## src/hdl/tas_pkg.sv

```systemverilog
// Shared constants, field layout and helper functions of the order execution unit
package tas_pkg;
	localparam int WORD_W = 52;
	localparam int ADDR_W = 11;
	localparam int MAG_W = 44;
	localparam int ACC_W = 96;
	localparam int ACC_DIGITS = 24;
	localparam int NUM_DIGITS = 11;

	// Order word field positions
	localparam int F_DES_A = 50;
	localparam int F_DES_B = 49;
	localparam int F_DES_C = 48;
	localparam int F_OP_LO = 40;
	localparam int F_A_LO = 28;
	localparam int F_B_LO = 16;
	localparam int F_C_LO = 4;
	localparam int F_BH_LO = 24;
	localparam int F_BT_LO = 20;

	// Fixed memory locations
	localparam logic [10:0] ADDR_OVERFLOW_CALL = 11'h7C4;
	localparam logic [10:0] ADDR_DIV_FAULT_CALL = 11'h7C2;
	localparam logic [10:0] ADDR_SELECT_ORDER_HOLD = 11'h7CA;
	localparam logic [10:0] ADDR_PRODUCT_LOW_REMAINDER = 11'h7CB;
	localparam logic [10:0] ADDR_MARKER_WORD_HOLD = 11'h7CD;

	// Sign codes of a numeric word
	localparam logic [3:0] SIGN_POS = 4'h0;
	localparam logic [3:0] SIGN_NEG = 4'h1;

	// Operation codes
	localparam logic [7:0] OP_SUM = 8'h01;
	localparam logic [7:0] OP_DIFFERENCE = 8'h02;
	localparam logic [7:0] OP_PRODUCT = 8'h03;
	localparam logic [7:0] OP_QUOTIENT = 8'h04;
	localparam logic [7:0] OP_BITWISE_MERGE = 8'h05;
	localparam logic [7:0] OP_LEFT_KEEP_SIGN = 8'h10;
	localparam logic [7:0] OP_RIGHT_KEEP_SIGN = 8'h11;
	localparam logic [7:0] OP_LEFT_WHOLE_NUMERIC = 8'h12;
	localparam logic [7:0] OP_RIGHT_WHOLE_NUMERIC = 8'h13;
	localparam logic [7:0] OP_LEFT_CHARACTERS = 8'h14;
	localparam logic [7:0] OP_RIGHT_CHARACTERS = 8'h15;
	localparam logic [7:0] OP_TRANSFER_IN = 8'hF3;
	localparam logic [7:0] OP_DOUBLE_TRANSFER_SELECT = 8'hFA;
	localparam logic [7:0] OP_TRANSFER_SELECT = 8'hEB;
	localparam logic [7:0] OP_TRANSFER_OUT = 8'h20;

	localparam logic [3:0] EXTRA_SHIFT_DIGIT = 4'h5;
	localparam logic [3:0] DIGIT_MAX = 4'h9;
	localparam logic [3:0] DIGIT_COUNT_INIT = 4'hB;
	// Five lands in the top digit of the lower half, digit ten
	localparam logic [95:0] ROUND_ADDEND = 96'h0000_0000_0000_0500_0000_0000;

	function automatic logic [3:0] wc_of(input logic [47:0] d);
		logic [3:0] n;
		n = 4'h0;
		for (int i = 0; i < 48; i++) begin
			n = n + {3'h0, d[i]};
		end
		return n;
	endfunction

	function automatic logic [51:0] make_word(input logic [47:0] d);
		return {d, wc_of(d)};
	endfunction

	function automatic logic num_valid(input logic [51:0] w);
		logic ok;
		ok = (w[51:48] == SIGN_POS) || (w[51:48] == SIGN_NEG);
		for (int i = 1; i <= 11; i++) begin
			if (w[i*4 +: 4] > DIGIT_MAX) begin
				ok = 1'b0;
			end
		end
		return ok;
	endfunction

	function automatic logic [10:0] addr_of(input logic d, input logic [11:0] htu);
		return {10'h000, d} * 11'h3E8 + {7'h00, htu[11:8]} * 11'h064 + {7'h00, htu[7:4]} * 11'h00A
			+ {7'h00, htu[3:0]};
	endfunction

	function automatic logic [5:0] count32(input logic [4:0] c);
		return (c == 5'h00) ? 6'h20 : {1'b0, c};
	endfunction

	function automatic logic is_marker(input logic [51:0] w);
		return w[51:50] == 2'h0;
	endfunction
endpackage

```

## src/hdl/tas_bcd_addsub.sv

```systemverilog
// Decimal adder and subtracter over packed digit nibbles
`timescale 1ns/1ps
module tas_bcd_addsub #(
	parameter int DIGITS = 24
) (
	input wire logic [DIGITS*4-1:0] a,
	input wire logic [DIGITS*4-1:0] b,
	input wire logic sub,
	output logic [DIGITS*4-1:0] sum,
	output logic cout
);
	// Subtraction adds the nines complement plus one; cout high means no borrow
	always_comb begin
		logic [4:0] s;
		logic [3:0] bd;
		logic c;
		s = 5'h00;
		bd = 4'h0;
		c = sub;
		sum = '0;
		for (int i = 0; i < DIGITS; i++) begin
			bd = sub ? (4'h9 - b[i*4 +: 4]) : b[i*4 +: 4];
			s = {1'b0, a[i*4 +: 4]} + {1'b0, bd} + {4'h0, c};
			if (s > 5'h09) begin
				sum[i*4 +: 4] = 4'(s - 5'h0A);
				c = 1'b1;
			end else begin
				sum[i*4 +: 4] = s[3:0];
				c = 1'b0;
			end
		end
		cout = c;
	end
endmodule

```

## src/hdl/tas_exec_unit.sv

```systemverilog
// Three-address arithmetic and shift execution unit facing core memory
`timescale 1ns/1ps
// Functional notes
// - Decode opcode and three four-digit address fields
// - Address fields map to locations 0 to 1999
// - Sum writes C; overflow calls fixed routine
// - Difference A minus B; overflow calls fixed routine
// - Product upper half to C, lower to remainder
// - Round by adding five at lower top digit
// - Quotient B over A; remainder to remainder word
// - Dividend not below divisor calls fault routine
// - Merge takes A bits where mask B set
// - Product leaves seven A and four A unsigned
// - Bad digit or sign in product/quotient flags error
// - Sign-keeping shifts move digits only, zero to twelve
// - Whole numeric shifts include sign position
// - Character shifts include sign, A unchanged
// - Hundreds digit nibble count; tens five adds two bits, except in sign-keeping shifts
// - Buffer orders split B into index and count
// - Index and count five bits, zero means 32
// - Word with two top bits zero is sentinel
module tas_exec_unit (
	input wire logic clock,
	input wire logic rst,
	input wire logic order_valid,
	output logic order_ready,
	input wire logic [51:0] order_word,
	output logic mem_req,
	output logic mem_we,
	output logic [10:0] mem_addr,
	output logic [51:0] mem_wdata,
	input wire logic mem_ack,
	input wire logic [51:0] mem_rdata,
	output logic order_done,
	output logic call_valid,
	output logic [10:0] call_addr,
	output logic weight_count_error,
	output logic result_is_marker,
	output logic [5:0] transfer_control_index,
	output logic [5:0] transfer_word_count
);
	typedef enum logic [4:0] {
		IDLE, FETCH_A, FETCH_B, FETCH_C, EXEC, ARITH, ARITH2, MUL_SHIFT, MUL_ADD, ROUND,
		SIDE1, SIDE2, SIDE3, SIDE4, DIV_CHK, DIV_SHIFT, DIV_SUB, WR_C, WR_REM, WR_SEL, WR_MARK
	} tas_state_t;

	tas_state_t state_r, state_nxt;
	logic [7:0] op_r, op_nxt;
	logic [10:0] addr_a_r, addr_a_nxt, addr_b_r, addr_b_nxt, addr_c_r, addr_c_nxt;
	logic [3:0] bh_r, bh_nxt, bt_r, bt_nxt;
	logic [51:0] wa_r, wa_nxt, wb_r, wb_nxt, wc_r, wc_nxt;
	logic [95:0] acc_r, acc_nxt, tmp_r, tmp_nxt, tmp4_r, tmp4_nxt;
	logic [43:0] mq_r, mq_nxt, quot_r, quot_nxt;
	logic [3:0] cnt_r, cnt_nxt, rep_r, rep_nxt;
	logic neg_r, neg_nxt;
	logic mem_we_r, mem_we_nxt;
	logic [10:0] mem_addr_r, mem_addr_nxt;
	logic [51:0] mem_wdata_r, mem_wdata_nxt;
	logic done_r, done_nxt, call_r, call_nxt, wce_r, wce_nxt, marker_r, marker_nxt;
	logic [10:0] call_addr_r, call_addr_nxt;
	logic [5:0] idx_r, idx_nxt, wcnt_r, wcnt_nxt;

	// Operand views
	wire logic [95:0] mag_a = {52'h0, wa_r[47:4]};
	wire logic [95:0] mag_b = {52'h0, wb_r[47:4]};
	wire logic neg_a = wa_r[51:48] == tas_pkg::SIGN_NEG;
	wire logic neg_b = wb_r[51:48] == tas_pkg::SIGN_NEG;
	wire logic neg_b_eff = neg_b ^ (op_r == tas_pkg::OP_DIFFERENCE);
	wire logic need_b = (op_r == tas_pkg::OP_SUM) || (op_r == tas_pkg::OP_DIFFERENCE) || (op_r == tas_pkg::OP_PRODUCT)
		|| (op_r == tas_pkg::OP_QUOTIENT) || (op_r == tas_pkg::OP_BITWISE_MERGE);
	wire logic is_shift = (op_r[7:4] == 4'h1) && (op_r[3:0] <= 4'h5);
	wire logic is_buffer = (op_r == tas_pkg::OP_TRANSFER_IN) || (op_r == tas_pkg::OP_DOUBLE_TRANSFER_SELECT)
		|| (op_r == tas_pkg::OP_TRANSFER_SELECT) || (op_r == tas_pkg::OP_TRANSFER_OUT);
	wire logic [7:0] in_op = order_word[47:40];
	wire logic bad_operand = !tas_pkg::num_valid(wa_r) || !tas_pkg::num_valid(wb_r);

	// Shift amount: nibble count plus optional two-bit step
	wire logic keep_sign = (op_r == tas_pkg::OP_LEFT_KEEP_SIGN) || (op_r == tas_pkg::OP_RIGHT_KEEP_SIGN);
	wire logic [6:0] sh_digits = {1'b0, bh_r, 2'h0};
	wire logic [6:0] sh_full = sh_digits + ((bt_r == tas_pkg::EXTRA_SHIFT_DIGIT) ? 7'h02 : 7'h00);
	wire logic shift_left = !op_r[0];
	wire logic [43:0] ks_field = shift_left ? (wa_r[47:4] << sh_digits) : (wa_r[47:4] >> sh_digits);
	wire logic [47:0] wh_field = shift_left ? (wa_r[51:4] << sh_full) : (wa_r[51:4] >> sh_full);
	wire logic [47:0] shift_res = keep_sign ? {wa_r[51:48], ks_field} : wh_field;
	wire logic [47:0] merge_res = (wa_r[51:4] & wb_r[51:4]) | (wc_r[51:4] & ~wb_r[51:4]);

	// Single shared decimal adder; operands chosen by the current step
	logic [95:0] add_a, add_b, add_sum;
	logic add_sub, add_cout;
	always_comb begin
		add_a = '0;
		add_b = '0;
		add_sub = 1'b0;
		case (state_r)
			ARITH: begin
				add_a = mag_a;
				add_b = mag_b;
				add_sub = neg_a != neg_b_eff;
			end
			ARITH2: begin
				add_a = mag_b;
				add_b = mag_a;
				add_sub = 1'b1;
			end
			MUL_ADD: begin
				add_a = acc_r;
				add_b = mag_a;
			end
			ROUND: begin
				add_a = acc_r;
				add_b = tas_pkg::ROUND_ADDEND;
			end
			DIV_CHK: begin
				add_a = mag_b;
				add_b = mag_a;
				add_sub = 1'b1;
			end
			DIV_SUB: begin
				add_a = acc_r;
				add_b = mag_a;
				add_sub = 1'b1;
			end
			SIDE1: begin
				add_a = mag_a;
				add_b = mag_a;
			end
			SIDE2: begin
				add_a = tmp_r;
				add_b = tmp_r;
			end
			SIDE3: begin
				add_a = tmp4_r;
				add_b = tmp_r;
			end
			SIDE4: begin
				add_a = tmp_r;
				add_b = mag_a;
			end
			default: begin
				add_sub = 1'b0;
			end
		endcase
	end

	tas_bcd_addsub #(.DIGITS(tas_pkg::ACC_DIGITS)) u_add (
		.a(add_a),
		.b(add_b),
		.sub(add_sub),
		.sum(add_sum),
		.cout(add_cout)
	);

	wire logic [3:0] res_sign = neg_r ? tas_pkg::SIGN_NEG : tas_pkg::SIGN_POS;
	wire logic sum_ovf = add_sum[47:44] != 4'h0;

	always_comb begin
		state_nxt = state_r;
		op_nxt = op_r;
		addr_a_nxt = addr_a_r;
		addr_b_nxt = addr_b_r;
		addr_c_nxt = addr_c_r;
		bh_nxt = bh_r;
		bt_nxt = bt_r;
		wa_nxt = wa_r;
		wb_nxt = wb_r;
		wc_nxt = wc_r;
		acc_nxt = acc_r;
		tmp_nxt = tmp_r;
		tmp4_nxt = tmp4_r;
		mq_nxt = mq_r;
		quot_nxt = quot_r;
		cnt_nxt = cnt_r;
		rep_nxt = rep_r;
		neg_nxt = neg_r;
		mem_we_nxt = mem_we_r;
		mem_addr_nxt = mem_addr_r;
		mem_wdata_nxt = mem_wdata_r;
		done_nxt = 1'b0;
		call_nxt = 1'b0;
		call_addr_nxt = call_addr_r;
		wce_nxt = 1'b0;
		marker_nxt = marker_r;
		idx_nxt = idx_r;
		wcnt_nxt = wcnt_r;
		case (state_r)
			IDLE: begin
				if (order_valid) begin
					op_nxt = in_op;
					addr_a_nxt = tas_pkg::addr_of(order_word[tas_pkg::F_DES_A], order_word[tas_pkg::F_A_LO +: 12]);
					addr_b_nxt = tas_pkg::addr_of(order_word[tas_pkg::F_DES_B], order_word[tas_pkg::F_B_LO +: 12]);
					addr_c_nxt = tas_pkg::addr_of(order_word[tas_pkg::F_DES_C], order_word[tas_pkg::F_C_LO +: 12]);
					bh_nxt = order_word[tas_pkg::F_BH_LO +: 4];
					bt_nxt = order_word[tas_pkg::F_BT_LO +: 4];
					idx_nxt = tas_pkg::count32({order_word[tas_pkg::F_DES_B], order_word[tas_pkg::F_BH_LO +: 4]});
					wcnt_nxt = tas_pkg::count32(order_word[tas_pkg::F_B_LO +: 5]);
					mem_we_nxt = 1'b0;
					mem_addr_nxt = tas_pkg::addr_of(order_word[tas_pkg::F_DES_A], order_word[tas_pkg::F_A_LO +: 12]);
					state_nxt = FETCH_A;
				end
			end
			FETCH_A: begin
				// Buffer and unknown orders finish here; only the B split is kept
				if (is_buffer || (!need_b && !is_shift)) begin
					done_nxt = 1'b1;
					state_nxt = IDLE;
				end else if (mem_ack) begin
					wa_nxt = mem_rdata;
					mem_addr_nxt = addr_b_r;
					state_nxt = need_b ? FETCH_B : EXEC;
				end
			end
			FETCH_B: begin
				if (mem_ack) begin
					wb_nxt = mem_rdata;
					mem_addr_nxt = addr_c_r;
					state_nxt = (op_r == tas_pkg::OP_BITWISE_MERGE) ? FETCH_C : EXEC;
				end
			end
			FETCH_C: begin
				if (mem_ack) begin
					wc_nxt = mem_rdata;
					state_nxt = EXEC;
				end
			end
			EXEC: begin
				mem_addr_nxt = addr_c_r;
				mem_we_nxt = 1'b1;
				neg_nxt = neg_a ^ neg_b;
				acc_nxt = '0;
				mq_nxt = wb_r[47:4];
				cnt_nxt = tas_pkg::DIGIT_COUNT_INIT;
				if (((op_r == tas_pkg::OP_PRODUCT) || (op_r == tas_pkg::OP_QUOTIENT)) && bad_operand) begin
					wce_nxt = 1'b1;
					done_nxt = 1'b1;
					state_nxt = IDLE;
				end else if (op_r == tas_pkg::OP_PRODUCT) begin
					state_nxt = MUL_SHIFT;
				end else if (op_r == tas_pkg::OP_QUOTIENT) begin
					state_nxt = DIV_CHK;
				end else if (op_r == tas_pkg::OP_BITWISE_MERGE) begin
					mem_wdata_nxt = tas_pkg::make_word(merge_res);
					state_nxt = WR_C;
				end else if (is_shift) begin
					mem_wdata_nxt = tas_pkg::make_word(shift_res);
					state_nxt = WR_C;
				end else begin
					state_nxt = ARITH;
				end
			end
			ARITH: begin
				// Unlike signs subtract magnitudes; a borrow means B is larger, so redo reversed
				if (add_sub && !add_cout) begin
					state_nxt = ARITH2;
				end else if (sum_ovf) begin
					call_nxt = 1'b1;
					call_addr_nxt = tas_pkg::ADDR_OVERFLOW_CALL;
					done_nxt = 1'b1;
					state_nxt = IDLE;
				end else begin
					mem_wdata_nxt = tas_pkg::make_word({wa_r[51:48], add_sum[43:0]});
					state_nxt = WR_C;
				end
			end
			ARITH2: begin
				mem_wdata_nxt = tas_pkg::make_word({neg_b_eff ? tas_pkg::SIGN_NEG : tas_pkg::SIGN_POS, add_sum[43:0]});
				state_nxt = WR_C;
			end
			MUL_SHIFT: begin
				// One multiplier digit per pass, most significant first
				if (cnt_r == 4'h0) begin
					state_nxt = ROUND;
				end else begin
					acc_nxt = {acc_r[91:0], 4'h0};
					rep_nxt = mq_r[43:40];
					mq_nxt = {mq_r[39:0], 4'h0};
					cnt_nxt = cnt_r - 4'h1;
					state_nxt = MUL_ADD;
				end
			end
			MUL_ADD: begin
				if (rep_r == 4'h0) begin
					state_nxt = MUL_SHIFT;
				end else begin
					acc_nxt = add_sum;
					rep_nxt = rep_r - 4'h1;
				end
			end
			ROUND: begin
				acc_nxt = add_sum;
				state_nxt = SIDE1;
			end
			SIDE1: begin
				tmp_nxt = add_sum;
				state_nxt = SIDE2;
			end
			SIDE2: begin
				tmp4_nxt = add_sum;
				state_nxt = SIDE3;
			end
			SIDE3: begin
				tmp_nxt = add_sum;
				state_nxt = SIDE4;
			end
			SIDE4: begin
				tmp_nxt = add_sum;
				mem_wdata_nxt = tas_pkg::make_word({res_sign, acc_r[87:44]});
				state_nxt = WR_C;
			end
			DIV_CHK: begin
				if (add_cout) begin
					call_nxt = 1'b1;
					call_addr_nxt = tas_pkg::ADDR_DIV_FAULT_CALL;
					done_nxt = 1'b1;
					state_nxt = IDLE;
				end else begin
					acc_nxt = mag_b;
					quot_nxt = '0;
					state_nxt = DIV_SHIFT;
				end
			end
			DIV_SHIFT: begin
				if (cnt_r == 4'h0) begin
					mem_wdata_nxt = tas_pkg::make_word({res_sign, quot_r});
					state_nxt = WR_C;
				end else begin
					acc_nxt = {acc_r[91:0], 4'h0};
					quot_nxt = {quot_r[39:0], 4'h0};
					cnt_nxt = cnt_r - 4'h1;
					state_nxt = DIV_SUB;
				end
			end
			DIV_SUB: begin
				// Remainder stays below the divisor, so a digit never passes nine
				if (add_cout) begin
					acc_nxt = add_sum;
					quot_nxt = {quot_r[43:4], quot_r[3:0] + 4'h1};
				end else begin
					state_nxt = DIV_SHIFT;
				end
			end
			WR_C: begin
				if (mem_ack) begin
					marker_nxt = tas_pkg::is_marker(mem_wdata_r);
					if ((op_r == tas_pkg::OP_PRODUCT) || (op_r == tas_pkg::OP_QUOTIENT)) begin
						mem_addr_nxt = tas_pkg::ADDR_PRODUCT_LOW_REMAINDER;
						mem_wdata_nxt = tas_pkg::make_word({(op_r == tas_pkg::OP_PRODUCT) ? res_sign : wb_r[51:48],
							acc_r[43:0]});
						state_nxt = WR_REM;
					end else begin
						done_nxt = 1'b1;
						state_nxt = IDLE;
					end
				end
			end
			WR_REM: begin
				if (mem_ack) begin
					if ((op_r == tas_pkg::OP_PRODUCT) && (addr_c_r != tas_pkg::ADDR_SELECT_ORDER_HOLD)) begin
						mem_addr_nxt = tas_pkg::ADDR_SELECT_ORDER_HOLD;
						mem_wdata_nxt = tas_pkg::make_word(tmp_r[47:0]);
						state_nxt = WR_SEL;
					end else if ((op_r == tas_pkg::OP_PRODUCT) && (addr_c_r != tas_pkg::ADDR_MARKER_WORD_HOLD)) begin
						mem_addr_nxt = tas_pkg::ADDR_MARKER_WORD_HOLD;
						mem_wdata_nxt = tas_pkg::make_word(tmp4_r[47:0]);
						state_nxt = WR_MARK;
					end else begin
						done_nxt = 1'b1;
						state_nxt = IDLE;
					end
				end
			end
			WR_SEL: begin
				if (mem_ack) begin
					if (addr_c_r != tas_pkg::ADDR_MARKER_WORD_HOLD) begin
						mem_addr_nxt = tas_pkg::ADDR_MARKER_WORD_HOLD;
						mem_wdata_nxt = tas_pkg::make_word(tmp4_r[47:0]);
						state_nxt = WR_MARK;
					end else begin
						done_nxt = 1'b1;
						state_nxt = IDLE;
					end
				end
			end
			WR_MARK: begin
				if (mem_ack) begin
					done_nxt = 1'b1;
					state_nxt = IDLE;
				end
			end
			default: begin
				state_nxt = IDLE;
			end
		endcase
	end

	always_ff @(posedge clock) begin
		if (rst) begin
			state_r <= IDLE;
			mem_we_r <= 1'b0;
			mem_addr_r <= '0;
			mem_wdata_r <= '0;
			done_r <= 1'b0;
			call_r <= 1'b0;
			call_addr_r <= '0;
			wce_r <= 1'b0;
			marker_r <= 1'b0;
			idx_r <= '0;
			wcnt_r <= '0;
		end else begin
			state_r <= state_nxt;
			mem_we_r <= mem_we_nxt;
			mem_addr_r <= mem_addr_nxt;
			mem_wdata_r <= mem_wdata_nxt;
			done_r <= done_nxt;
			call_r <= call_nxt;
			call_addr_r <= call_addr_nxt;
			wce_r <= wce_nxt;
			marker_r <= marker_nxt;
			idx_r <= idx_nxt;
			wcnt_r <= wcnt_nxt;
		end
	end

	// Datapath holding registers need no reset; control never reads them before loading
	always_ff @(posedge clock) begin
		op_r <= op_nxt;
		addr_a_r <= addr_a_nxt;
		addr_b_r <= addr_b_nxt;
		addr_c_r <= addr_c_nxt;
		bh_r <= bh_nxt;
		bt_r <= bt_nxt;
		wa_r <= wa_nxt;
		wb_r <= wb_nxt;
		wc_r <= wc_nxt;
		acc_r <= acc_nxt;
		tmp_r <= tmp_nxt;
		tmp4_r <= tmp4_nxt;
		mq_r <= mq_nxt;
		quot_r <= quot_nxt;
		cnt_r <= cnt_nxt;
		rep_r <= rep_nxt;
		neg_r <= neg_nxt;
	end

	wire logic in_fetch = (state_r == FETCH_A) || (state_r == FETCH_B) || (state_r == FETCH_C);
	wire logic in_write = (state_r == WR_C) || (state_r == WR_REM) || (state_r == WR_SEL) || (state_r == WR_MARK);

	assign order_ready = state_r == IDLE;
	assign mem_req = in_write || (in_fetch && !((state_r == FETCH_A) && (is_buffer || (!need_b && !is_shift))));
	assign mem_we = mem_we_r;
	assign mem_addr = mem_addr_r;
	assign mem_wdata = mem_wdata_r;
	assign order_done = done_r;
	assign call_valid = call_r;
	assign call_addr = call_addr_r;
	assign weight_count_error = wce_r;
	assign result_is_marker = marker_r;
	assign transfer_control_index = idx_r;
	assign transfer_word_count = wcnt_r;
endmodule

```

## config.mk

```make
export PLATFORM = sky130hd
export DESIGN_NAME = tas_exec_unit
export DESIGN_NICKNAME = d
export VERILOG_FILES = /design/src/hdl/tas_pkg.sv /design/src/hdl/tas_bcd_addsub.sv /design/src/hdl/tas_exec_unit.sv
export SDC_FILE = /design/constraint.sdc
export NUM_CORES = 2
export LEC_CHECK = 0
export BUFFER_PORTS_ARGS = -buffer_cell sky130_fd_sc_hd__buf_2
export CAP_MARGIN = 20
export CORE_ASPECT_RATIO = 1.1
export CORE_MARGIN = 10
export CORE_UTILIZATION = 30
export DETAILED_ROUTE_END_ITERATION = 8
export PLACE_DENSITY = 0.49
export SYNTH_ARGS = -nofsm -noshare
export SYNTH_HDL_FRONTEND = slang
export SYNTH_SLANG_ARGS = --single-unit
export TNS_END_PERCENT = 20
```

## constraint.sdc

```tcl
create_clock -name clock -period 72.5 [get_ports clock]
set_clock_uncertainty 0.1 [all_clocks]
set_input_delay 7.25 -clock clock [delete_from_list [all_inputs] [get_ports clock]]
set_output_delay 7.25 -clock clock [all_outputs]
set_load 0.02 [all_outputs]
```

**Yosys cells after proc, flatten, opt, wreduce, memory -nomap -nowiden**

Index checks and enable logic that the tools add are counted.

- Add/subtract/negate cells: 489
- Multiply operators: 9
- Div/mod/pow operators: 0
- $lt $le $gt $ge: 47
- Equality and inequality tests: 68
- Shifts and indexed selects: 4
- Muxes and demuxes: 199
- Bitwise operators: 9
- Reductions and logical operators: 79

Operators with widths:

| kind | count |
|---|---|
| 4-bit by 1-bit adder with 4-bit output | 347 |
| 52-bit 2-to-1 mux | 15 |
| 96-bit case mux with 6 select lines | 1 |
| 96-bit case mux with 5 select lines | 1 |
| 52-bit case mux with 8 select lines | 1 |
| 96-bit 2-to-1 mux | 4 |
| 96-bit case mux with 4 select lines | 1 |
| 4-bit 2-to-1 mux | 54 |
| 44-bit 2-to-1 mux | 4 |
| 11-bit 2-to-1 mux | 14 |
| 44-bit case mux with 3 select lines | 1 |
| 4-bit by 4-bit adder with 5-bit output | 24 |
| 5-bit by 1-bit adder with 5-bit output | 24 |
| 5-bit by 4-bit greater-than comparator with 1-bit output (second input constant) | 24 |
| 5-bit 2-to-1 mux | 22 |
| 5-bit case mux with 20 select lines | 1 |
| 48-bit bitwise AND | 2 |
| 48-bit 2-to-1 mux | 2 |
| 4-bit subtractor (first input constant) | 24 |
| 4-bit subtractor (second input constant) | 24 |
| 4-bit greater-than comparator (second input constant) | 22 |
| 44-bit case mux with 2 select lines | 1 |
| 11-bit case mux with 7 select lines | 1 |
| 1-bit 2-to-1 mux | 64 |
| 67 further kinds | 226 |

- Flip-flop bits (word level): 675
- Latch bits: 0
- Bits in writable memories: 0
- Bits in read-only memories: 0
- Bits of input ports: 108
- Output and inout port bits: 93
- Memories: 0

**Depth between registers and ports, before layout**

- Depth after elaboration: 82
- Depth in mapped cells: 201

**Cells and area by module**

Synthesis repeated with hierarchy kept, for this count alone.

- Cell total of the unflattened synthesis: 5438
- Area, all modules: 56519.2 um^2

Modules (own cells, without submodules):

| module | instances | cells each | area each (um^2) |
|---|---|---|---|
| tas_exec_unit | 1 | 4614 | 50081.8 |
| tas_bcd_addsub | 1 | 824 | 6437.4 |

**Worst setup path before layout**

No wires, ideal clock.

- Path type: register -> register
- From: register state_r[3]
- To: register acc_r[0] (enable)
- Setup time: 0.786 ns
- Arrival time: 52.296 ns
- Required time: 71.614 ns
- Slack: 19.318 ns
- Cell stages (with the launch flop): 193
- Buffers on the path: 5
- Cell sequence: dfxtp_1 -> buf_2 -> clkbuf_1 -> inv_1 -> nand2_1 -> nor2_1 -> clkbuf_1 -> buf_1 -> a222oi_1 -> ha_1 -> nand2_1 -> o21ai_0 -> ha_1 -> xor2_1 -> ha_1 -> a21boi_1 -> a21oi_1 -> a21oi_2 -> [... 157 more ...] -> inv_1 -> fa_1 -> xnor2_1 -> ha_1 -> a21boi_0 -> a31oi_1 -> a221oi_1 -> fa_1 -> inv_1 -> fa_1 -> xnor2_1 -> ha_1 -> nand2_1 -> a32o_1 -> o31a_1 -> clkbuf_1 -> a31o_2 -> nor4_1

- Cells in the longest elaborated chain, start to end: 80
- Elaborated cells on any way between the ends: 174
- Classes of those cells: add/sub: 72; order compare: 24; eq/ne: 17; mux: 51; reduce/logical: 10

Ends and longest elaborated chain:

| element | line | RTL |
|---|---|---|
| from (decl) | tas_exec_unit.sv:47 | `tas_state_t state_r, state_nxt;` |
| from (signal assigned) | tas_exec_unit.sv:409 | `state_r <= state_nxt;` |
| 5-bit equality test (tied with other cells) | tas_exec_unit.sv:94, tas_exec_unit.sv:185 |  |
| 6-bit OR reduction (no source line) / 2-bit OR reduction (equally long branches) | -- |  |
| 96-bit case mux with 4 select lines | tas_exec_unit.sv:94 | `case (state_r)` |
| 4-bit subtractor | tas_bcd_addsub.sv:22 | `bd = sub ? (4'h9 - b[i*4 +: 4]) : b[i*4 +: 4];` |
| 4-bit 2-to-1 mux | tas_bcd_addsub.sv:22 |  |
| 4-bit by 4-bit adder with 5-bit output | tas_bcd_addsub.sv:23 | `s = {1'b0, a[i*4 +: 4]} + {1'b0, bd} + {4'h0, c};` |
| 5-bit by 1-bit adder with 5-bit output | tas_bcd_addsub.sv:23 |  |
| 5-bit by 4-bit greater-than comparator with 1-bit output | tas_bcd_addsub.sv:24 | `if (s > 5'h09) begin` |
| [... 64 more ...] | -- |  |
| 5-bit by 1-bit adder with 5-bit output | tas_bcd_addsub.sv:23 |  |
| 5-bit by 4-bit greater-than comparator with 1-bit output | tas_bcd_addsub.sv:24 |  |
| 1-bit 2-to-1 mux | tas_bcd_addsub.sv:24 |  |
| 5-bit by 1-bit adder with 5-bit output | tas_bcd_addsub.sv:23 |  |
| 5-bit by 4-bit greater-than comparator with 1-bit output | tas_bcd_addsub.sv:24 |  |
| 1-bit 2-to-1 mux | tas_bcd_addsub.sv:24 |  |
| 2-bit inequality test (no source line) | -- |  |
| 5-bit AND reduction (no source line) * | -- |  |
| to (signal assigned) | tas_exec_unit.sv:434 | `acc_r <= acc_nxt;` |
| to (decl) | tas_exec_unit.sv:52 | `logic [95:0] acc_r, acc_nxt, tmp_r, tmp_nxt, tmp4_r, tmp4_nxt;` |

Mark *: on every way between the ends. The rest lies on a longest branch, timed or not.
A chain may end at the register's enable or synchronous reset.

**Final worst setup path**

- From: register wa_r[48]
- To: register acc_r[75] (enable)

- Cells in the longest elaborated chain, start to end: 79
- Elaborated cells on any way between the ends: 126
- Classes of those cells: add/sub: 48; order compare: 24; eq/ne: 4; mux: 49; reduce/logical: 1

Ends and longest elaborated chain:

| element | line | RTL |
|---|---|---|
| from (decl) | tas_exec_unit.sv:51 | `logic [51:0] wa_r, wa_nxt, wb_r, wb_nxt, wc_r, wc_nxt;` |
| from (signal assigned) | tas_exec_unit.sv:431 | `wa_r <= wa_nxt;` |
| 4-bit by 1-bit equality test with 1-bit output * | tas_exec_unit.sv:66 | `wire logic neg_a = wa_r[51:48] == tas_pkg::SIGN_NEG;` |
| 1-bit inequality test * | tas_exec_unit.sv:98 | `add_sub = neg_a != neg_b_eff;` |
| 1-bit case mux with 2 select lines * | tas_exec_unit.sv:94 |  |
| 4-bit 2-to-1 mux | tas_bcd_addsub.sv:22 |  |
| 4-bit by 4-bit adder with 5-bit output | tas_bcd_addsub.sv:23 |  |
| 5-bit by 1-bit adder with 5-bit output | tas_bcd_addsub.sv:23 |  |
| 5-bit by 4-bit greater-than comparator with 1-bit output | tas_bcd_addsub.sv:24 |  |
| 1-bit 2-to-1 mux | tas_bcd_addsub.sv:24 |  |
| [... 63 more ...] | -- |  |
| 5-bit by 1-bit adder with 5-bit output | tas_bcd_addsub.sv:23 |  |
| 5-bit by 4-bit greater-than comparator with 1-bit output | tas_bcd_addsub.sv:24 |  |
| 1-bit 2-to-1 mux | tas_bcd_addsub.sv:24 |  |
| 5-bit by 1-bit adder with 5-bit output * | tas_bcd_addsub.sv:23 |  |
| 5-bit by 4-bit greater-than comparator with 1-bit output * | tas_bcd_addsub.sv:24 |  |
| 1-bit 2-to-1 mux * | tas_bcd_addsub.sv:24 |  |
| 2-bit inequality test (no source line) | -- |  |
| 5-bit AND reduction (no source line) * | -- |  |

Marked as above.

==> summary.txt <==
STA
  – Slew margin rel.: 7.93%
  – Sum Neg Setup Slack: 0 ps
  – Worst-Margin Slew: 1370 ps
  – Setup-failing EPs final: 0
  – Fmax: 18.4 MHz
  – RSZ-0062 raised after global routing: false
  – Fin crit share: 75.0%
  – Hold Fails Final Rpt: 0
  – Max Slew Vio Count: 0
  – Final min period: 54,390 ps

Worst setup path
  – Cell count of the worst reg-to-reg path: 189
  – Crit path max fanout: 51
  – RR Startpoint: wa_r[48]
  – CP Data Arrival Time: 54,640 ps
  – Crit. End Element: flop
  – Reg-to-reg endpoint: acc_r[75]
  – CP bufs+invs: 37
  – Slowest CP cell: edfxtp_1
  – CP Class: reg -> reg
  – Critical path required time: 72,750 ps
  – Largest stage delay, worst path: ~870 ps
  – Most frequent CP cell: fa_1
  – Setup crit start kind: flop
  – Largest delay contributor family on the critical path: adder cells
  – Reg2reg setup slack: 18,110 ps

Run status
  – Failing checks: DRC
  – Outcome: finished with violations

Route
  – Total iterations of the first detailed-routing run: 9
  – Routed WL: roughly 250,000 um
  – Antenna Nets Post-Route: 0
  – DRC Markers: 2
  – DR WL/cell: 31.7 um
  – Via count: 46,200
  – Drt initial violations: approximately 6,300
  – Vias per Instance: between 5 and 6

Floorplanning
  – Initial core utilization: 30.1%
  – Core area: 183,000 um^2
  – Die ar.: around 200,000 um^2
  – # IOs: 201
  – Die width: 429 um
  – Die Ht: 470 um
  – Row cnt: 165

Synthesis
  – Post-synth cell types: 103
  – Number of synthesized flops with an enable pin: 567
  – Cell Area, Synth: 55,200 um^2
  – Sequential area share after synthesis: 34.0%
  – Mean post-synth cell area: 10.4 um^2
  – Main flop type after synthesis: edfxtp_1
  – FFs w/ async S/R, synth: 0%
  – Post-Synthesis Cells: around 5,300
  – Synth Register Bits: 655
  – Ys Warns: 0

Cells and area
  – Share of layout cells above drive strength 1: 14.1%
  – Number of standard cells in the final layout excluding fillers: roughly 7,800
  – Fill cell count: ~19,000
  – Final Net Count: between 6,000 and 7,000
  – Area Growth Syn to Fin: 12.3%

Hold path
  – Hold Path Depth: 2
  – Hold Crit Class: reg -> reg
  – End of the worst hold path: result_is_marker
  – Hold path startpoint: result_is_marker

Place
  – Detailed placer's ending HPWL: ~180,000 um
  – Inst Count DP: 7,688
  – GP Congestion: ~0.96
  – Port buffer count: 187

Global routing
  – All-Layer GR Usage: 23.8%
  – Initial antenna violation count: 16
  – GRT overflow: 0
  – First-pass GRT wire length: between 300,000 and 400,000 um
  – Largest net degree at the start of global routing: 120
  – Vias in the first global route: between 40,000 and 50,000

CTS
  – CTS tree: built
  – Clock root buffer master: clkbuf_16
  – Clock Latency Late Sink: 760 ps
  – Hold buffers post-CTS: 0
  – Clock net sink count: ~660
  – Number of buffers created by CTS: 83
  – PostCTS Resize Cnt: 0
  – Post-CTS repair timing setup buffer count: 0
  – H-tree depth: 3
  – Max clock buf depth: 3
  – Clock slew at reported path FFs: 60 ps

Job
  – Max-Cap Viols: 0
==> logic make-up (layout without fill, tap and decap cells) <==
group                      Yosys count  after routing  share of synthesized area, %
muxes                              393            393                          9.90
AOI/OAI and AO/OA                 1231           1231                          16.2
adders and majority gates          665            665                          20.1
xor gates and xnor gates           199            199                          3.18
other                                1              9                       0.00679
buffers and inverters             1025           1150                          7.42
DFF                                655            655                          34.0
and+or+nand+nor                   1123           1123                          9.22
==> layer usage <==
| metal | part of all wire, % | wire length [um] | GRT usage, % |
|---|---|---|---|
| met1 | 38 | 95300 | 29.9 |
| met3 | 9.4 | 23300 | 5.14 |
| met5 | 0.033 | 83 | 0 |
| met2 | 45 | 113000 | 37.6 |
| met4 | 6.8 | 17000 | 14.3 |
==> sequential cells by signal (all words and copies together), names as in the netlist, 5 cells and up <==
signal and flops:
acc_r 96, tmp4_r 96, tmp_r 96, mem_wdata 52
wa_r 48, wb_r 48, wc_r 48, mq_r 44
quot_r 44, addr_b_r 11, addr_c_r 11, mem_addr 11
op_r 8, transfer_control_index 6, transfer_word_count 6, state_r 5
==> worst max path at each step <==
stage / end / depth (start not counted) / slack (ps) / from
6_report: acc_r[75] / 189 / 18110 / wa_r[48]
5_1_grt: acc_r[75] / 189 / 14090 / wa_r[48]
4_1_cts: acc_r[77] / 189 / 17920 / wa_r[48]
3_5_place_dp: acc_r[78] / 189 / 18230 / wa_r[48]
3_3_place_gp: acc_r[81] / 189 / 19160 / wa_r[48]
2_1_floorplan: acc_r[0] / 192 / 19320 / state_r[3]
==> cells in the mapped netlist, drive strengths merged, types with 12 or more instances <==
library cell,count,area (um^2)
dfxtp,88,1760
a211oi,42,320
mux2i,199,1990
o22ai,33,206
xnor2,145,1280
a221oi,84,736
buf,134,749
mux2,80,905
o211ai,29,218
inv,646,2420
nand4,16,100
and3,12,80.1
nor2b,29,181
o31ai,12,100
o221ai,25,219
and2,49,307
a22o,47,412
a21boi,26,195
a221o,21,210
nand3,64,320
a2111oi,19,210
a31oi,26,163
nand2,476,1790
o32ai,12,105
nand3b,15,113
nand2b,20,125
ha,299,3740
mux4,114,2570
o2111ai,14,123
xor2,54,480
a21o,73,548
nor3,77,395
clkbuf,241,905
a22oi,66,495
a222oi,151,1510
nor2,300,1130
a21oi,248,1250
o21ai,210,1050
edfxtp,567,17000
fa,366,7330
==> layout by cell type, fill, tap and decap left out, types with 26 or more instances in the layout <==
cell type	netlist	routed
inv_1	645	644
edfxtp_1	567	567
nand2_1	476	476
fa_1	366	366
ha_1	299	299
nor2_1	300	288
a21oi_1	245	244
o21ai_0	205	203
mux2i_1	199	199
buf_2	65	187
buf_4	24	156
a222oi_1	151	151
xnor2_1	144	144
mux4_2	114	114
clkbuf_16	0	90
dfxtp_1	88	87
a221oi_1	84	83
mux2_2	78	78
a21o_1	73	73
nor3_1	75	71
a22oi_1	66	66
nand3_1	64	63
xor2_1	53	53
and2_1	49	47
a22o_1	47	47
a211oi_1	41	40
o22ai_1	33	33
o211ai_1	29	29
nor2b_1	29	28
a31oi_1	26	26
==> per-stage QoR <==
| step | utilization, % | worst slack [ps] | hold slack, ps | cell area (um^2) |
|---|---|---|---|---|
| floorplan | - | 19320 | 384 | 55200 |
| global placement | 32.2 | 19160 | 340 | 59000 |
| detailed placement | 32.2 | 18230 | 343 | 59000 |
| CTS | 33.8 | 17920 | 352 | 62000 |
| global route | 33.8 | 14090 | 366 | 62000 |
| finish | 33.8 | 18110 | 351 | 62000 |
==> tightest hold or removal path: cells and delay by family (launching register included) <==
family	cells	cell delay, ps
AOI/OAI and AO/OA	1	50
DFF	1	310
and+or+nand+nor	1	50
==> final cells by class <==
class                   instances  area [um^2]  area share (%)
clock buffers                  97         2290            3.69
repair buffers                347         2160            3.49
flip-flops and latches        655        18800            30.3
diodes                          5         12.5          0.0202
clock inverters                56          676            1.09
multi-input cells            3615        32600            52.6
well taps                    2421         3030            4.89
inverters                     650         2440            3.94
Power is left out: the tool's default activity adds up to more than one toggle a clock period on the data nets, which glitch-free logic cannot reach.
